<file path="config.mk">
export PLATFORM = sky130hd
export DESIGN_NAME = sioc_serial_ir_cfg
export DESIGN_NICKNAME = d
export VERILOG_FILES = /design/src/verilog/sioc_serial_ir_cfg.v
export VERILOG_INCLUDE_DIRS = /design/src /design/src/verilog
export SDC_FILE = /design/constraint.sdc
export NUM_CORES = 1
export LEC_CHECK = 0
export BUFFER_PORTS_ARGS = -buffer_cell sky130_fd_sc_hd__buf_4
export CAP_MARGIN = 10
export CORE_UTILIZATION = 40
export CTS_BUF_LIST = sky130_fd_sc_hd__clkbuf_4 sky130_fd_sc_hd__clkbuf_8
export CTS_CLUSTER_SIZE = 30
export DETAILED_ROUTE_END_ITERATION = 7
export HOLD_SLACK_MARGIN = 0.1
export PLACE_DENSITY = 0.71
export SYNTH_ARGS = -nofsm -noshare
export SYNTH_HDL_FRONTEND = slang
export SYNTH_SLANG_ARGS = --single-unit
</file>
<file path="constraint.sdc">
create_clock -name clk_sys_in -period 5 [get_ports clk_sys_in]
set_input_delay 0 -clock clk_sys_in [delete_from_list [all_inputs] [get_ports clk_sys_in]]
set_output_delay 0 -clock clk_sys_in [all_outputs]
set_load 0.005 [all_outputs]
</file>
<file path="src/verilog/sioc_consts.vh">
// Constants for the serial port and infrared option configuration block
// Operation
// - Mode register bit 0 enables music-interface mode; reset off.
// - Mode register bit 1 enables high speed for that port; reset off.
// - First port mode bit 7 makes both ports share one interrupt.
// - Sharing with two different pins assigned drives both pins on either interrupt.
// - First port mode bits 6..2 reserved, written zero, no function.
// - Second port mode bits 7..2 reserved, written zero, no sharing control.
// - Infrared bit 0 inverts receive input when set; reset active high.
// - Infrared bit 1 inverts transmit output when set; reset active low.
// - Infrared bit 2 selects half duplex when set; reset full duplex.
// - Infrared bits 5..3: 000 standard serial, 001 infrared, others reserved.
// - Infrared bit 6 moves infrared to alternate pins; reset normal pins.
// - Infrared bit 7 reserved, written zero, no function.
// - Timeout register adds blanking in 100 us steps, 0 to 25.5 ms.
// - Value zero blanks only during activity; each step adds 100 us.
`ifndef SIOC_CONSTS_VH
`define SIOC_CONSTS_VH

// ****************************************
// Register indices, byte address = 4 * index
// ****************************************
`define SIOC_IDX_LDN      8'h07
`define SIOC_IDX_MODE     8'hf0
`define SIOC_IDX_IROPT    8'hf1
`define SIOC_IDX_IRTMO    8'hf2
`define SIOC_IDX_ISTS     8'hf8
`define SIOC_IDX_IMSK     8'hf9
`define SIOC_IDX_STATE    8'hfa

// ****************************************
// Logical device numbers
// ****************************************
`define SIOC_LDN_FIRST    8'h04
`define SIOC_LDN_SECOND   8'h05

// ****************************************
// Field positions
// ****************************************
`define SIOC_MODE_MIDI    0
`define SIOC_MODE_HS      1
`define SIOC_MODE_SHARE   7
`define SIOC_IR_RXPOL     0
`define SIOC_IR_TXPOL     1
`define SIOC_IR_HDX       2
`define SIOC_IR_MODE_LO   3
`define SIOC_IR_MODE_HI   5
`define SIOC_IR_LOC       6
`define SIOC_IR_FUNC_STD  3'h0
`define SIOC_IR_FUNC_IRDA 3'h1

// ****************************************
// Reset values and write masks
// ****************************************
`define SIOC_RST_MODE     8'h00
`define SIOC_RST_IROPT    8'h02
`define SIOC_RST_IRTMO    8'h03
`define SIOC_RST_LDN      8'h04
`define SIOC_WM_MODE1     8'h83
`define SIOC_WM_MODE2     8'h03
`define SIOC_WM_IROPT     8'h7f

// ****************************************
// Timing
// ****************************************
`define SIOC_STEP_NS      100000
`define SIOC_CLK_NS       20

`endif

</file>
<file path="src/verilog/sioc_serial_ir_cfg.v">
// Serial port mode and infrared option configuration with APB access
`timescale 1ns/10ps
`default_nettype none
`include "sioc_consts.vh"

module sioc_serial_ir_cfg #(
  parameter AW       = 12,
  parameter STEP_CYC = `SIOC_STEP_NS / `SIOC_CLK_NS
) (
  input  wire          clk_sys_in,
  input  wire          rst_n_in,
  // APB slave
  input  wire          psel_in,
  input  wire          penable_in,
  input  wire          pwrite_in,
  input  wire [AW-1:0] paddr_in,
  input  wire [31:0]   pwdata_in,
  output reg  [31:0]   prdata_out,
  output wire          pready_out,
  output wire          pslverr_out,
  output wire          irq_out,
  // Interrupt routing
  input  wire          first_uart_irq_in,
  input  wire          second_uart_irq_in,
  input  wire [3:0]    first_irq_pin_sel_in,
  input  wire [3:0]    second_irq_pin_sel_in,
  output reg           first_irq_req_out,
  output reg           second_irq_req_out,
  // Port mode controls
  output reg           first_midi_out,
  output reg           first_high_speed_out,
  output reg           second_midi_out,
  output reg           second_high_speed_out,
  // Second port serial path
  input  wire          second_uart_txd_in,
  input  wire          second_uart_tx_busy_in,
  output reg           second_uart_rxd_out,
  input  wire          second_port_receive_pin_in,
  input  wire          alternate_infrared_receive_pin_in,
  output reg           second_port_transmit_pin_out,
  output reg           alternate_infrared_transmit_pin_out
);

  // ****************************************
  // Functions
  // ****************************************

  // Word index from a byte address
  function [7:0] idx_of;
    input [AW-1:0] a;
    begin
      idx_of = a[9:2];
    end
  endfunction

  // Polarity apply: invert when the flag is set
  function pol;
    input d;
    input inv;
    begin
      pol = d ^ inv;
    end
  endfunction

  // Nonzero test of an 8-bit count
  function is_nz;
    input [7:0] v;
    begin
      is_nz = (v != 8'h00);
    end
  endfunction

  // ****************************************
  // Registers
  // ****************************************
  // Device select, mode, option and timeout registers
  reg [7:0]  ldn_q;
  reg [7:0]  mode1_q;
  reg [7:0]  mode2_q;
  reg [7:0]  iropt_q;
  reg [7:0]  irtmo_q;
  // Interrupt status, its next value and mask
  reg [2:0]  ists_q;
  reg [2:0]  ists_d;
  reg [2:0]  imsk_q;

  // Last prescaler count of one 100 us step
  localparam [31:0] STEP_LAST = STEP_CYC - 1;

  // Blanking timer and edge tracking
  reg [12:0] presc_q;
  reg [7:0]  tmo_cnt_q;
  reg        tx_busy_q;
  reg        rx_prev_q;
  reg        conflict_q;

  // ****************************************
  // APB decode
  // ****************************************
  // Register index, device select and alignment
  wire [7:0] idx    = idx_of(paddr_in);
  wire       in_dev1 = (ldn_q == `SIOC_LDN_FIRST);
  wire       in_dev2 = (ldn_q == `SIOC_LDN_SECOND);
  wire       word_ok = (paddr_in[1:0] == 2'h0) &&
                       (paddr_in[AW-1:10] == {(AW-10){1'b0}});

  // Read mux results
  reg        hit;
  reg [7:0]  rd_val;

  // Read mux and address validity
  always @* begin
    hit    = 1'b0;
    rd_val = 8'h00;
    if (word_ok) begin
      case (idx)
        `SIOC_IDX_LDN: begin
          hit    = 1'b1;
          rd_val = ldn_q;
        end
        `SIOC_IDX_MODE: begin
          hit    = in_dev1 | in_dev2;
          rd_val = in_dev1 ? mode1_q : mode2_q;
        end
        `SIOC_IDX_IROPT: begin
          hit    = in_dev2;
          rd_val = iropt_q;
        end
        `SIOC_IDX_IRTMO: begin
          hit    = in_dev2;
          rd_val = irtmo_q;
        end
        `SIOC_IDX_ISTS: begin
          hit    = 1'b1;
          rd_val = {5'h00, ists_q};
        end
        `SIOC_IDX_IMSK: begin
          hit    = 1'b1;
          rd_val = {5'h00, imsk_q};
        end
        `SIOC_IDX_STATE: begin
          hit    = 1'b1;
          rd_val = {5'h00, conflict_q,
                    is_nz(tmo_cnt_q),
                    second_uart_tx_busy_in};
        end
        default: begin
          hit    = 1'b0;
          rd_val = 8'h00;
        end
      endcase
    end
  end

  // Zero wait states; error on unmapped access
  assign pready_out  = 1'b1;
  assign pslverr_out = psel_in & penable_in & ~hit;

  // Write strobe in the access phase of a mapped register
  wire wr_en = psel_in & penable_in & pwrite_in & hit;

  // Refused reads return zero whatever the mux shows
  wire [7:0] rd_word = hit ? rd_val : 8'h00;

  // Read data captured in the setup cycle
  always @(posedge clk_sys_in or negedge rst_n_in) begin
    if (!rst_n_in) begin
      prdata_out <= 32'h0000_0000;
    end else if (psel_in & ~penable_in & ~pwrite_in) begin
      prdata_out <= {24'h00_0000, rd_word};
    end
  end

  // ****************************************
  // Configuration register writes
  // ****************************************

  // Reserved bits are not stored and read zero
  always @(posedge clk_sys_in or negedge rst_n_in) begin
    if (!rst_n_in) begin
      ldn_q   <= `SIOC_RST_LDN;
      mode1_q <= `SIOC_RST_MODE;
      mode2_q <= `SIOC_RST_MODE;
      iropt_q <= `SIOC_RST_IROPT;
      irtmo_q <= `SIOC_RST_IRTMO;
      imsk_q  <= 3'h0;
    end else if (wr_en) begin
      case (idx)
        `SIOC_IDX_LDN:
          ldn_q <= pwdata_in[7:0];
        `SIOC_IDX_MODE: begin
          if (in_dev1)
            mode1_q <= pwdata_in[7:0] & `SIOC_WM_MODE1;
          else
            mode2_q <= pwdata_in[7:0] & `SIOC_WM_MODE2;
        end
        `SIOC_IDX_IROPT:
          iropt_q <= pwdata_in[7:0] & `SIOC_WM_IROPT;
        `SIOC_IDX_IRTMO:
          irtmo_q <= pwdata_in[7:0];
        `SIOC_IDX_IMSK:
          imsk_q <= pwdata_in[2:0];
        default: begin
        end
      endcase
    end
  end

  // ****************************************
  // Port mode outputs
  // ****************************************
  // Registered copies of mode bits 0 and 1
  always @(posedge clk_sys_in or negedge rst_n_in) begin
    if (!rst_n_in) begin
      first_midi_out        <= 1'b0;
      first_high_speed_out  <= 1'b0;
      second_midi_out       <= 1'b0;
      second_high_speed_out <= 1'b0;
    end else begin
      first_midi_out        <= mode1_q[`SIOC_MODE_MIDI];
      first_high_speed_out  <= mode1_q[`SIOC_MODE_HS];
      second_midi_out       <= mode2_q[`SIOC_MODE_MIDI];
      second_high_speed_out <= mode2_q[`SIOC_MODE_HS];
    end
  end

  // ****************************************
  // Interrupt routing
  // ****************************************
  // Sharing bit and combined UART request
  wire share   = mode1_q[`SIOC_MODE_SHARE];
  wire any_irq = first_uart_irq_in | second_uart_irq_in;

  // Two distinct pins assigned while sharing is on
  wire conflict_now = share &&
                      (first_irq_pin_sel_in != 4'h0) &&
                      (second_irq_pin_sel_in != 4'h0) &&
                      (first_irq_pin_sel_in != second_irq_pin_sel_in);

  // Shared mode drives each port request from either UART
  always @(posedge clk_sys_in or negedge rst_n_in) begin
    if (!rst_n_in) begin
      first_irq_req_out  <= 1'b0;
      second_irq_req_out <= 1'b0;
      conflict_q         <= 1'b0;
    end else begin
      conflict_q <= conflict_now;
      if (share) begin
        first_irq_req_out  <= any_irq;
        second_irq_req_out <= any_irq;
      end else begin
        first_irq_req_out  <= first_uart_irq_in;
        second_irq_req_out <= second_uart_irq_in;
      end
    end
  end

  // ****************************************
  // Infrared path selection
  // ****************************************
  // Option fields; polarity and pins only in infrared mode
  wire [2:0] ir_func  = iropt_q[`SIOC_IR_MODE_HI:`SIOC_IR_MODE_LO];
  wire       ir_on    = (ir_func == `SIOC_IR_FUNC_IRDA);
  wire       ir_alt   = ir_on & iropt_q[`SIOC_IR_LOC];
  wire       rx_inv   = iropt_q[`SIOC_IR_RXPOL];
  wire       tx_inv   = iropt_q[`SIOC_IR_TXPOL];
  wire       half_dx  = iropt_q[`SIOC_IR_HDX];

  // Raw receive level from the chosen pin
  wire rx_pin = ir_alt ? alternate_infrared_receive_pin_in
                       : second_port_receive_pin_in;

  // Receive polarity only in infrared mode
  wire rx_lvl = ir_on ? pol(rx_pin, rx_inv)
                      : rx_pin;

  // ****************************************
  // Half duplex blanking timer
  // ****************************************
  // Transmit end, step tick and blanking window
  wire tx_end   = tx_busy_q & ~second_uart_tx_busy_in;
  wire step     = (presc_q == STEP_LAST[12:0]);
  // Bridges the load cycle so no receive edge slips in
  wire tail_gap = tx_end & is_nz(irtmo_q);
  wire blanking = ir_on & half_dx &
                  (second_uart_tx_busy_in | tail_gap | is_nz(tmo_cnt_q));
  // Last step of the tail ends the timeout
  wire tmo_done = (tmo_cnt_q == 8'h01) & step &
                  ~second_uart_tx_busy_in;

  // Prescaler restarts with activity so each step is whole
  always @(posedge clk_sys_in or negedge rst_n_in) begin
    if (!rst_n_in) begin
      presc_q <= 13'h0000;
    end else if (second_uart_tx_busy_in | tx_end | step) begin
      presc_q <= 13'h0000;
    end else begin
      presc_q <= presc_q + 13'h0001;
    end
  end

  // Step count loaded when transmit ends
  always @(posedge clk_sys_in or negedge rst_n_in) begin
    if (!rst_n_in) begin
      tmo_cnt_q <= 8'h00;
      tx_busy_q <= 1'b0;
    end else begin
      tx_busy_q <= second_uart_tx_busy_in;
      if (second_uart_tx_busy_in) begin
        tmo_cnt_q <= 8'h00;
      end else if (tx_end) begin
        tmo_cnt_q <= irtmo_q;
      end else if (step && is_nz(tmo_cnt_q)) begin
        tmo_cnt_q <= tmo_cnt_q - 8'h01;
      end
    end
  end

  // ****************************************
  // Pin drive and receive to the UART
  // ****************************************
  // Transmit level and idle level of the unused alternate pin
  wire tx_line = ir_on ? pol(second_uart_txd_in, tx_inv)
                       : second_uart_txd_in;
  wire tx_idle = ir_on ? tx_inv : 1'b1;

  // Pin drives, receive path and previous receive level
  always @(posedge clk_sys_in or negedge rst_n_in) begin
    if (!rst_n_in) begin
      second_port_transmit_pin_out        <= 1'b1;
      alternate_infrared_transmit_pin_out <= 1'b1;
      second_uart_rxd_out                 <= 1'b1;
      rx_prev_q                           <= 1'b1;
    end else begin
      second_port_transmit_pin_out        <= ir_alt ? 1'b1 : tx_line;
      alternate_infrared_transmit_pin_out <= ir_alt ? tx_line
                                                    : tx_idle;
      rx_prev_q                           <= rx_lvl;
      // Receive held idle during blanking
      second_uart_rxd_out <= blanking ? 1'b1 : rx_lvl;
    end
  end

  // ****************************************
  // Interrupt status, write one to clear
  // ****************************************
  // Event sources: new conflict, blanked edge, timeout end
  wire rx_blk_ev = blanking & (rx_lvl != rx_prev_q);
  wire [2:0] ev  = {conflict_now & ~conflict_q, rx_blk_ev, tmo_done};
  wire [2:0] clr = (wr_en && idx == `SIOC_IDX_ISTS) ? pwdata_in[2:0]
                                                     : 3'h0;

  // Set wins over a clear in the same cycle
  always @* begin
    ists_d = (ists_q & ~clr) | ev;
  end

  // Status register
  always @(posedge clk_sys_in or negedge rst_n_in) begin
    if (!rst_n_in) begin
      ists_q <= 3'h0;
    end else begin
      ists_q <= ists_d;
    end
  end

  // Level interrupt from unmasked status bits
  assign irq_out = |(ists_q & imsk_q);

endmodule // sioc_serial_ir_cfg
`default_nettype wire

</file>
==> metrics.log, run 1 <==
[metrics] share of final-layout standard cells stronger than drive strength 1: 0.281
[metrics] count of boundary I/O pins: 107
[metrics] IR drop worst, VDD: around 0.12 mV
[metrics] first-pass iteration count of the detailed router: 4
[metrics] nets@finish: 510
[metrics] layout overhead on the synthesized area: 21.2%
[metrics] DRC violation count after routing: 0
[metrics] Die Span X: 102 µm
[metrics] result of the run: completed
[metrics] count of input and output buffers: 57
[metrics] Yosys Warn Count: 0
[metrics] P per Cell Area: 249 nW/µm²
[metrics] time the final worst path needs with I/O delays and setup: 2.76 ns
[metrics] fraction of post-synthesis cell area in the top cell type by area: 0.421
[metrics] antenna-violating nets left: 0
[metrics] Clock Tree Buf Depth: 2
[metrics] final setup violation count: 0
[metrics] iteration-0 DRC count of the detailed router: 179
[metrics] number of synthesized register bits: 75
[metrics] count of pins over their slew limit: 0
[metrics] peak fanout along the critical path: 8
[metrics] top cells by area, synth: sky130_fd_sc_hd__dfrtp_1, sky130_fd_sc_hd__mux2_2, sky130_fd_sc_hd__dfstp_2
[metrics] number of clock sinks: 75
[metrics] number of global-route vias before repair: between 2,000 and 3,000
[metrics] placed insts: 545
[metrics] pin slew with the least headroom to its limit: 0.967 ns
[metrics] fraction of the yosys area taken by sequential cells: 0.474
[metrics] cell count after synthesis: 369
[metrics] simple-gate area share of the yosys netlist: 0.178
[metrics] skew final: about 0.011 ns
[metrics] per-cell routed wire length: 15.1 µm
[metrics] largest net degree at the start of global routing: 76
[metrics] maximum clock rate: 0.363 GHz
[metrics] post-route design area: between 4000 and 5000 µm²
[metrics] type of the worst setup path: reg2reg
[metrics] Clk Latency, worst-skew pair: 0.36 ns
[metrics] clock transition at the registers of the reported paths: 0.08 ns
[metrics] number of maximum-capacitance violations: 0
[metrics] height of the die: roughly 100 µm
[metrics] number of CTS-inserted buffers: 9
[metrics] data required time of the worst path: 5.24 ns
[metrics] global-route wire length before repair: 14,300 µm
[metrics] wirelength, routed: 8780 µm
[metrics] unique cell type count in the Yosys netlist: 65
[metrics] Setup Slack @ Placement: 2.27 ns
[metrics] CORE AREA: 9730 µm²
[metrics] Post-Syn Area per Cell: 10.8 µm²
[metrics] most repeated cell in the gate-level netlist after synthesis: sky130_fd_sc_hd__dfrtp_1
[metrics] share of synthesized area spent on multiplexers: 0.105
[metrics] Initial Utilization: 0.409
[metrics] endpoint type of the worst setup path: register
[metrics] area taken by flip-flops and latches: 1890 µm²
[metrics] post-synthesis adder-cell area fraction: 0.0126
[metrics] deepest level of the CTS H-tree: 3
[metrics] gr usage total: 0.182
[metrics] main combinational cell family by area after synthesis: simple AND/OR/NAND/NOR gates
[metrics] XOR/XNOR Fraction of Synth Area: 0.0484
[metrics] clock tree from TritonCTS: done
[metrics] cell type contributing the most total cell area after synthesis: sky130_fd_sc_hd__dfrtp_1
[metrics] filler instances: 900
[metrics] dominant register cell in the synthesized netlist: sky130_fd_sc_hd__dfrtp_1
[metrics] placed instance area: approximately 4400 µm²
[metrics] final weighted congestion in routability-driven placement: 0.861
[metrics] hold crit path type: in2reg
[metrics] area of the mapped netlist: 3980 µm²
[metrics] final total negative setup slack: 0 ns
[metrics] Final Worst Setup Slack: around 2.2 ns
[metrics] type of element launching the critical path: register
[metrics] GR Overflow Total: 0
[metrics] Data arrival, critical path: around 3.0 ns
[metrics] routed via count: 3,034
[metrics] number of antenna repair diodes: 0
[metrics] number of gates given a new drive strength after cts: 0
[metrics] Multi-input gate area: 1920 µm²
[metrics] Async SR Flop Fraction: 1.00
[metrics] Synth top cells by count: sky130_fd_sc_hd__dfrtp_1, sky130_fd_sc_hd__nor2_1, sky130_fd_sc_hd__mux2_2
[metrics] sum of net half-perimeters after detailed placement: between 6000 and 7000 µm
[metrics] max_slew headroom: 0.354
[metrics] standard-cell rows: 36
[metrics] standby leakage power: 0.00225 µW
[metrics] vias per cell: 5.22
[metrics] compound-cell area share of the yosys netlist: 0.113
[metrics] Root Driver: sky130_fd_sc_hd__clkbuf_8
[metrics] die area: 10,400 µm²
[metrics] Final Non-Filler Cells: 581
[metrics] post-layout util: 0.496
[metrics] final hold viol count: 0
[metrics] number of enable-type register cells in the synthesized netlist: 0
[metrics] number of antenna violations at the first check in global routing: 0
[metrics] Final Cycle Share: 0.551
[metrics] setup repair after global routing missed its margin: false
-- worst max-delay path, cell delays in order (launching register included) --
cell	delay, ns
sky130_fd_sc_hd__dfstp_2	0.55
sky130_fd_sc_hd__or4b_1	0.48
sky130_fd_sc_hd__a2111oi_1	0.45
sky130_fd_sc_hd__a221oi_2	0.23
sky130_fd_sc_hd__nor3b_4	0.53
sky130_fd_sc_hd__mux2_2	0.40
-- cells in the final DEF (no fill, tap or decap), types with 8 or more instances in the layout --
master                          count
sky130_fd_sc_hd__conb_1            25
sky130_fd_sc_hd__mux2_2            29
sky130_fd_sc_hd__nand2_1           25
sky130_fd_sc_hd__xor2_1            11
sky130_fd_sc_hd__clkbuf_8          10
sky130_fd_sc_hd__dlygate4sd3_1     20
sky130_fd_sc_hd__nor3_1             9
sky130_fd_sc_hd__nor2_1            31
sky130_fd_sc_hd__a21oi_1           10
sky130_fd_sc_hd__buf_4             57
sky130_fd_sc_hd__dfrtp_1           67
sky130_fd_sc_hd__nand3_1            8
sky130_fd_sc_hd__xnor2_1           11
sky130_fd_sc_hd__dfstp_2            8
-- cell families after synthesis --
group           Yosys count
compound gates           60
xor+xnor                 22
fa+ha+maj                 4
buf+inv                  44
flops                    75
mux                      38
other cells               2
simple gates            124
-- worst paths after layout --
| path | start | end | slack (ns) | cells after the start |
|---|---|---|---|---|
| min reg2reg | mode1_q[0] | first_midi_out | 0.41 | 0 |
| max in group asynchronous | rst_n_in | presc_q[8] | 4.07 | 2 |
| min in group asynchronous | rst_n_in | second_midi_out | 0.31 | 2 |
| max reg2reg | ldn_q[2] | irtmo_q[7] | 2.24 | 5 |
| min | first_irq_pin_sel_in[2] | conflict_q | 0.14 | 3 |
| max | ldn_q[2] | irtmo_q[7] | 2.24 | 5 |
-- through the flow --
| step | power [µW] | hold slack (ns) |
|---|---|---|
| 2_1_floorplan | 686 | -0.296 |
| 3_3_place_gp | 724 | 0.189 |
| 3_5_place_dp | 728 | 0.196 |
| 4_1_cts | 1210 | 0.132 |
| 5_1_grt | 1250 | 0.191 |
| 6_report | 1200 | 0.140 |
-- per-layer routing --
metal / wire length, µm / vias up / GRT usage / part of all wire
met5: 0 / - / 0 / 0
met4: 189 / 0 / 0.0914 / 0.022
met3: 208 / 14 / 0.0228 / 0.024
met2: 4260 / 70 / 0.284 / 0.49
met1: 4120 / 1518 / 0.248 / 0.47
li1: - / 1432 / - / -
-- area by class of cell --
class / count / area share
well taps: 133 / 0.0345
inverters: 7 / 0.00544
repair buffers: 77 / 0.130
clock buffers: 10 / 0.0285
flip-flops and latches: 75 / 0.391
clock inverters: 6 / 0.0135
multi-input cells: 273 / 0.397
-- sequential cells by signal (all words and copies together) (netlist names), 2 cells and up --
| name | count |
|---|---|
| presc_q | 13 |
| mode2_q | 2 |
| irtmo_q | 8 |
| ldn_q | 8 |
| ists_q | 3 |
| imsk_q | 3 |
| tmo_cnt_q | 8 |
| prdata_out | 8 |
| iropt_q | 7 |
| mode1_q | 3 |
-- power by group --
group	switching (µW)	leakage [µW]	total, µW	internal [µW]
clock	230	0.000102	474	244
combinational	59.0	0.00114	109	50.5
sequential	5.65	0.00101	619	613
total	294	0.00225	1200	907
-- what timing repair did --
| item | 4_1_cts | 5_1_grt |
|---|---|---|
| setup buffers | 0 | 0 |
| hold buffers | 20 | 0 |
| endpoints found under the hold margin | 117 | 0 |
No activity file was read; power rests on OpenSTA's default activity.
==> inputs of run 2 (changes only) <==
--- a/config.mk
+++ b/config.mk
@@ -13,7 +13,7 @@
 export CTS_CLUSTER_SIZE = 30
 export DETAILED_ROUTE_END_ITERATION = 7
 export HOLD_SLACK_MARGIN = 0.1
-export PLACE_DENSITY = 0.71
+export PLACE_DENSITY = 0.74
 export SYNTH_ARGS = -nofsm -noshare
 export SYNTH_HDL_FRONTEND = slang
 export SYNTH_SLANG_ARGS = --single-unit
==> constraint.sdc (replaced) <==
create_clock -name clk_sys_in -period 2.3 [get_ports clk_sys_in]
set_input_delay 0 -clock clk_sys_in [delete_from_list [all_inputs] [get_ports clk_sys_in]]
set_output_delay 0 -clock clk_sys_in [all_outputs]
set_load 0.005 [all_outputs]
==> metrics.log, run 2 (synthesis gave the netlist of run 1 again) <==
[metrics] die area: 10,400 µm² (unchanged)
[metrics] count of boundary I/O pins: 107 (unchanged)
[metrics] Final Worst Setup Slack: 0.000234 ns (was 2.24 ns)
[metrics] flip-flop count of the largest register, all copies and words added: 13 (unchanged)
[metrics] routed via count: 3,098 (was 3,034)
[metrics] height of the die: 102 µm (unchanged)
[metrics] IR drop worst, VDD: 0.235 mV (was 0.124 mV)
[metrics] skew final: 0.0101 ns (was 0.0111 ns)
[metrics] number of antenna repair diodes: 0 (unchanged)
[metrics] pin slew with the least headroom to its limit: 0.926 ns (was 0.967 ns)
[metrics] per-cell routed wire length: 15.0 µm (was 15.1 µm)
[metrics] met3 WL post-DR: 316 µm (was 208 µm)
[metrics] number of maximum-capacitance violations: 0 (unchanged)
[metrics] DRC violation count after routing: 0 (unchanged)
[metrics] first-pass iteration count of the detailed router: 4 (unchanged)
[metrics] number of global-route vias before repair: 2,927 (was 2,922)
[metrics] R2R depth: 6 (was 5)
[metrics] type of element launching the critical path: register (unchanged)
[metrics] data required time of the worst path: 2.30 ns (was 5.24 ns)
[metrics] GR Overflow Total: 0 (unchanged)
[metrics] P per Cell Area: 505 nW/µm² (was 249 nW/µm²)
[metrics] final hold viol count: 0 (unchanged)
[metrics] beginning of the worst register-to-register path: ldn_q[2] (unchanged)
[metrics] standby leakage power: 0.00232 µW (was 0.00225 µW)
[metrics] sum of met2 wire segment lengths after detailed routing: 4330 µm (was 4260 µm)
[metrics] Initial Utilization: 0.409 (unchanged)
[metrics] peak fanout along the critical path: 5 (was 8)
[metrics] depth of the worst hold-timing path: 3 (unchanged)
[metrics] hold crit path type: in2reg (unchanged)
[metrics] top layer reached by signal wires: met4 (unchanged)
[metrics] global-route wire length before repair: 14,600 µm (was 14,300 µm)
[metrics] met1 wire length: 4070 µm (was 4120 µm)
[metrics] setup repair after global routing missed its margin: true (was false)
[metrics] clock tree from TritonCTS: done (unchanged)
[metrics] sum of net half-perimeters after detailed placement: 6450 µm (about the same)
[metrics] max_slew headroom: 0.383 (was 0.354)
[metrics] deepest level of the CTS H-tree: 3 (unchanged)
[metrics] number of antenna violations at the first check in global routing: 0 (unchanged)
[metrics] Clock Tree Buf Depth: 2 (unchanged)
[metrics] iteration-0 DRC count of the detailed router: 205 (was 179)
[metrics] vias per cell: 5.22 (about the same)
[metrics] number of CTS-inserted buffers: 9 (unchanged)
[metrics] most common cell after layout, fill and taps aside: sky130_fd_sc_hd__dfrtp_1 (unchanged)
[metrics] Data arrival, critical path: 2.30 ns (was 3.00 ns)
[metrics] Root Driver: sky130_fd_sc_hd__clkbuf_8 (unchanged)
[metrics] clock transition at the registers of the reported paths: 0.09 ns (was 0.08 ns)
[metrics] placed insts: 555 (was 545)
[metrics] wirelength, routed: 8890 µm (was 8780 µm)
[metrics] Clk Latency, worst-skew pair: 0.35 ns (was 0.36 ns)
[metrics] type of the worst setup path: reg2out (was reg2reg)
[metrics] CORE AREA: 9730 µm² (unchanged)
[metrics] final setup violation count: 0 (unchanged)
[metrics] antenna-violating nets left: 0 (unchanged)
[metrics] layout overhead on the synthesized area: 26.1% (was 21.2%)
[metrics] result of the run: completed (unchanged)
[metrics] largest register by flop count: presc_q (unchanged)
[metrics] count of pins over their slew limit: 0 (unchanged)
[metrics] number of clock sinks: 75 (unchanged)
[metrics] standard-cell rows: 36 (unchanged)
[metrics] share of final-layout standard cells stronger than drive strength 1: 0.309 (was 0.281)
[metrics] Final Non-Filler Cells: 593 (was 581)
[metrics] Die Span X: 102 µm (unchanged)
[metrics] Worst setup startpoint: ldn_q[2] (unchanged)
[metrics] Setup Slack @ Placement: -0.0402 ns (was 2.27 ns)
[metrics] largest net degree at the start of global routing: 76 (unchanged)
[metrics] gr usage total: 0.183 (was 0.182)
[metrics] start point of the worst hold path: first_irq_pin_sel_in[3] (was first_irq_pin_sel_in[2])
[metrics] Final Cycle Share: 1.00
[metrics] endpoint type of the worst setup path: primary output (was register)
[metrics] time the final worst path needs with I/O delays and setup: 2.30 ns
[metrics] maximum clock rate: 0.435 GHz
[metrics] nets@finish: 522 (was 510)
[metrics] final weighted congestion in routability-driven placement: 0.881 (was 0.861)
[metrics] most frequent cells in the layout: sky130_fd_sc_hd__dfrtp_1, sky130_fd_sc_hd__buf_4, sky130_fd_sc_hd__nor2_1, sky130_fd_sc_hd__nand2_1, sky130_fd_sc_hd__conb_1 (was sky130_fd_sc_hd__dfrtp_1, sky130_fd_sc_hd__buf_4, sky130_fd_sc_hd__nor2_1, sky130_fd_sc_hd__mux2_2)
[metrics] count of input and output buffers: 57 (unchanged)
-- run 2: timing repair --
| item | in CTS | in global routing |
|---|---|---|
| pin swaps | 0 | 1 |
| hold endpoints to repair | 118 | 0 |
| gates cloned | 0 | 0 |
| setup endpoints to repair | 25 | 22 |
| resized for setup | 5 | 18 |
| buffers inserted | 0 | 1 |
| hold buffers | 21 | 0 |
-- run 2: final cells by class --
class,instances,area (µm²)
Clock inverter,7,58.8
Timing Repair Buffer,89,741
Sequential cell,75,1890
Fill cell,873,4710
Tap cell,133,166
Multi-Input combinational cell,273,2020
Clock buffer,9,124
Inverter,7,26.3
-- run 2: path summary, 6_finish.rpt --
check	to	slack (ns)
max	pslverr_out	0.0002
min	conflict_q	0.11
max reg2reg	irtmo_q[4]	0.01
min reg2reg	second_midi_out	0.42
max in group asynchronous	ists_q[1]	1.36
min in group asynchronous	mode2_q[0]	0.32
-- run 2: critical path: stages (launching register included) --
cell and delay (ns):
sky130_fd_sc_hd__dfstp_2 0.53, sky130_fd_sc_hd__or4b_4 0.48, sky130_fd_sc_hd__a2111oi_4 0.26, sky130_fd_sc_hd__a221oi_4 0.18
sky130_fd_sc_hd__nand2b_4 0.18, sky130_fd_sc_hd__and3_4 0.19, sky130_fd_sc_hd__buf_4 0.13
-- run 2: per-stage QoR --
stage           util  power (µW)  TNS, ns  cell area, µm²  hold slack, ns
2_1_floorplan      -        1490        0            4070          -0.296
5_1_grt        0.516        2650   -0.623            5020           0.124
3_5_place_dp   0.464        1580   -0.192            4520           0.193
4_1_cts        0.508        2560  -0.0143            4950           0.106
6_report       0.516        2530        0            5020           0.113
3_3_place_gp   0.464        1580        0            4520           0.187
-- run 2: power breakdown --
group	internal [µW]	total, µW	switching (µW)
combinational	116	248	132
sequential	1330	1340	12.0
clock	406	941	535
-- run 2: per-layer routing --
metal | GRT usage | vias up
met2 | 0.272 | 83
li1 | - | 1459
met4 | 0.0658 | 0
met3 | 0.0366 | 16
met1 | 0.263 | 1540
met5 | 0 | -
==> inputs of run 3 (changes only) <==
--- a/config.mk
+++ b/config.mk
@@ -8,12 +8,12 @@
 export LEC_CHECK = 0
 export BUFFER_PORTS_ARGS = -buffer_cell sky130_fd_sc_hd__buf_4
 export CAP_MARGIN = 10
-export CORE_UTILIZATION = 40
+export CORE_UTILIZATION = 25
 export CTS_BUF_LIST = sky130_fd_sc_hd__clkbuf_4 sky130_fd_sc_hd__clkbuf_8
-export CTS_CLUSTER_SIZE = 30
+export CTS_CLUSTER_SIZE = 14
 export DETAILED_ROUTE_END_ITERATION = 7
 export HOLD_SLACK_MARGIN = 0.1
-export PLACE_DENSITY = 0.74
+export PLACE_DENSITY = 0.54
 export SYNTH_ARGS = -nofsm -noshare
 export SYNTH_HDL_FRONTEND = slang
 export SYNTH_SLANG_ARGS = --single-unit
==> metrics.log, run 3 (synthesis gave the netlist of run 1 again) <==
[metrics] final weighted congestion in routability-driven placement: 0.814 (was 0.881)
[metrics] first-pass iteration count of the detailed router: 4 (unchanged)
[metrics] Clk Latency, worst-skew pair: 0.38 ns (was 0.35 ns)
[metrics] Crit-path slowest cell: sky130_fd_sc_hd__dfstp_2 (unchanged)
[metrics] count of input and output buffers: 57 (unchanged)
[metrics] vias per cell: 4.61 (was 5.22)
[metrics] deepest level of the CTS H-tree: 3 (unchanged)
[metrics] layout overhead on the synthesized area: 29.8% (was 26.1%)
[metrics] count of pins over their slew limit: 0 (unchanged)
[metrics] nets@finish: 525 (was 522)
[metrics] Final Cycle Share: 1.06 (was 1.00)
[metrics] Data arrival, critical path: 2.70 ns (was 2.30 ns)
[metrics] count of boundary I/O pins: 107 (unchanged)
[metrics] placed insts: 637 (was 555)
[metrics] number of clock sinks: 75 (unchanged)
[metrics] Die Span X: 128 µm (was 102 µm)
[metrics] number of global-route vias before repair: 3,045 (was 2,927)
[metrics] setup repair after global routing missed its margin: true (unchanged)
[metrics] internal power consumption: 1860 µW (about the same)
[metrics] placed instance area: 4660 µm² (was 4520 µm²)
[metrics] post-route design area: 5170 µm² (was 5020 µm²)
[metrics] IR drop worst, VDD: 0.239 mV (was 0.235 mV)
[metrics] number of antenna repair diodes: 0 (unchanged)
[metrics] hold crit path type: in2reg (unchanged)
[metrics] post-layout util: 0.336 (was 0.516)
[metrics] number of maximum-capacitance violations: 0 (unchanged)
[metrics] Clock Tree Buf Depth: 2 (unchanged)
[metrics] type of the worst setup path: reg2reg (was reg2out)
[metrics] largest net degree at the start of global routing: 76 (unchanged)
[metrics] max_slew headroom: 0.354 (was 0.383)
[metrics] largest register by flop count: presc_q (unchanged)
[metrics] combinational power share: 0.098 (about the same)
[metrics] switching part of the total: 0.280 (was 0.268)
[metrics] Reg power frac: 0.521 (was 0.531)
[metrics] Initial Utilization: 0.259 (was 0.409)
[metrics] peak fanout along the critical path: 8 (was 5)
[metrics] Final Worst Setup Slack: -0.139 ns (was 0.000234 ns)
[metrics] violations in the final reports: negative setup slack
[metrics] routed via count: 3,108 (was 3,098)
[metrics] standby leakage power: 0.00236 µW (was 0.00232 µW)
[metrics] most frequent cells in the layout: sky130_fd_sc_hd__buf_4, sky130_fd_sc_hd__dfrtp_1, sky130_fd_sc_hd__nor2_1, sky130_fd_sc_hd__nand2_1, sky130_fd_sc_hd__conb_1 (was sky130_fd_sc_hd__dfrtp_1, sky130_fd_sc_hd__buf_4, sky130_fd_sc_hd__nor2_1, sky130_fd_sc_hd__nand2_1, sky130_fd_sc_hd__conb_1)
[metrics] number of antenna violations at the first check in global routing: 0 (unchanged)
[metrics] endpoint type of the worst setup path: register (was primary output)
[metrics] share of final-layout standard cells stronger than drive strength 1: 0.320 (was 0.309)
[metrics] clock tree from TritonCTS: done (unchanged)
[metrics] per-cell routed wire length: 14.9 µm (was 15.0 µm)
[metrics] Setup Slack @ Placement: -0.112 ns (was -0.0402 ns)
[metrics] beginning of the worst register-to-register path: ldn_q[2] (unchanged)
[metrics] result of the run: finished with violations (was completed)
[metrics] Multi-input gate area: 2040 µm² (was 2020 µm²)
[metrics] die area: 16,400 µm² (was 10,400 µm²)
[metrics] height of the die: 128 µm (was 102 µm)
[metrics] data required time of the worst path: 2.56 ns (was 2.30 ns)
[metrics] worst stage delay on the critical path: 0.54 ns (was 0.53 ns)
[metrics] type of element launching the critical path: register (unchanged)
[metrics] final setup violation count: 18 (was 0)
[metrics] final total negative setup slack: -1.97 ns (was 0 ns)
[metrics] gate family responsible for the most delay along the worst path: simple AND/OR/NAND/NOR gates (unchanged)
[metrics] most common cell after layout, fill and taps aside: sky130_fd_sc_hd__buf_4 (was sky130_fd_sc_hd__dfrtp_1)
[metrics] CORE AREA: 15,400 µm² (was 9730 µm²)
[metrics] maximum clock rate: 0.410 GHz (was 0.435 GHz)
[metrics] Worst setup startpoint: ldn_q[2] (unchanged)
[metrics] final hold viol count: 0 (unchanged)
[metrics] clock network fraction of design power: 0.381 (was 0.371)
[metrics] iteration-0 DRC count of the detailed router: 285 (was 205)
[metrics] start point of the worst hold path: second_irq_pin_sel_in[2] (was first_irq_pin_sel_in[3])
[metrics] wirelength, routed: 10,100 µm (was 8890 µm)
[metrics] Root Driver: sky130_fd_sc_hd__clkbuf_8 (unchanged)
[metrics] cells along the critical path: or4b_4, a2111oi_4, a221oi_4, buf_4, nor3b_4, buf_12, mux2_4 (was or4b_4, a2111oi_4, a221oi_4, nand2b_4, and3_4, buf_4)
[metrics] Final Non-Filler Cells: 674 (was 593)
[metrics] skew final: 0.0174 ns (was 0.0101 ns)
[metrics] flip-flop count of the largest register, all copies and words added: 13 (unchanged)
[metrics] sum of net half-perimeters after detailed placement: 7280 µm (was 6450 µm)
[metrics] time the final worst path needs with I/O delays and setup: 2.44 ns (was 2.30 ns)
[metrics] GR Overflow Total: 0 (unchanged)
[metrics] clock transition at the registers of the reported paths: 0.10 ns (was 0.09 ns)
[metrics] gr usage total: 0.130 (was 0.183)
[metrics] global-route wire length before repair: 16,200 µm (was 14,600 µm)
[metrics] pin slew with the least headroom to its limit: 0.969 ns (was 0.926 ns)
[metrics] area taken by flip-flops and latches: 1890 µm² (unchanged)
[metrics] standard-cell rows: 45 (was 36)
[metrics] Buffers & Inverters on Critical Path: 2 (was 1)
[metrics] antenna-violating nets left: 0 (unchanged)
[metrics] DRC violation count after routing: 0 (unchanged)
[metrics] switching power summed over all nets: 723 µW (was 679 µW)
[metrics] filler instances: 1,536 (was 873)
[metrics] P per Cell Area: 500 nW/µm² (was 505 nW/µm²)
[metrics] number of CTS-inserted buffers: 9 (unchanged)
## run 3: cell types whose count changed in the layout (fill, tap and decap cells not counted)
cell and change:
sky130_fd_sc_hd__nor4b_2 -2, sky130_fd_sc_hd__buf_6 -1, sky130_fd_sc_hd__buf_4 +6, sky130_fd_sc_hd__buf_12 +1, sky130_fd_sc_hd__clkinv_4 -2, sky130_fd_sc_hd__inv_8 +1
sky130_fd_sc_hd__mux2_4 +2, sky130_fd_sc_hd__dlygate4sd3_1 -3, sky130_fd_sc_hd__clkinvlp_4 +1, sky130_fd_sc_hd__mux2_2 -2, sky130_fd_sc_hd__nor4b_4 +2
## run 3: metrics by stage
stage | power (µW) | hold slack (ns)
after detailed placement | 1590 | 0.198
final | 2580 | 0.123
after global routing | 2700 | 0.159
after CTS | 2610 | 0.117
after floorplan | 1490 | -0.296
after global placement | 1590 | 0.188
## run 3: timing repair
item	in CTS	in global routing
hold buffers	18	0
hold endpoints to repair	117	0
gates resized for setup	22	4
setup endpoints to repair	26	28
pin swaps	1	1
setup buffers	3	0
## run 3: path summary, 6_finish.rpt
kind / slack [ns] / end / cells after the start
hold reg to reg: 0.40 / first_high_speed_out / 0
max in group asynchronous: 1.35 / second_high_speed_out / 2
hold / removal: 0.12 / conflict_q / 3
min in group asynchronous: 0.31 / tx_busy_q / 2
setup / recovery: -0.14 / irtmo_q[4] / 7
setup reg to reg: -0.14 / irtmo_q[4] / 7
## run 3: per-layer routing
layer  track usage  share of wire
met5             0              0
met4        0.0588          0.023
met3        0.0288          0.042
met2         0.198           0.46
met1         0.174           0.47
## run 3: cell type report
cell class                      count  share of cell area
Multi-Input combinational cell    273               0.395
Clock inverter                      7              0.0116
Tap cell                          211              0.0511
Inverter                            7             0.00508
Clock buffer                        9              0.0240
Timing Repair Buffer               92               0.148
Sequential cell                    75               0.365
## run 3: worst min-delay path: cells and delay by family
| family | cells | cell delay, ns |
|---|---|---|
| buffers and inverters | 1 | 0.12 |
| AOI/OAI and AO/OA | 1 | 0.23 |
| and+or+nand+nor | 1 | 0.09 |
## run 3: power by group through the flow
stage / clock network (µW) / registers (µW) / logic, µW
6_report: 986 / 1350 / 253
4_1_cts: 1010 / 1350 / 251
3_3_place_gp: 0 / 1370 / 217
2_1_floorplan: 0 / 1370 / 125
5_1_grt: 1070 / 1350 / 282
3_5_place_dp: 0 / 1370 / 221
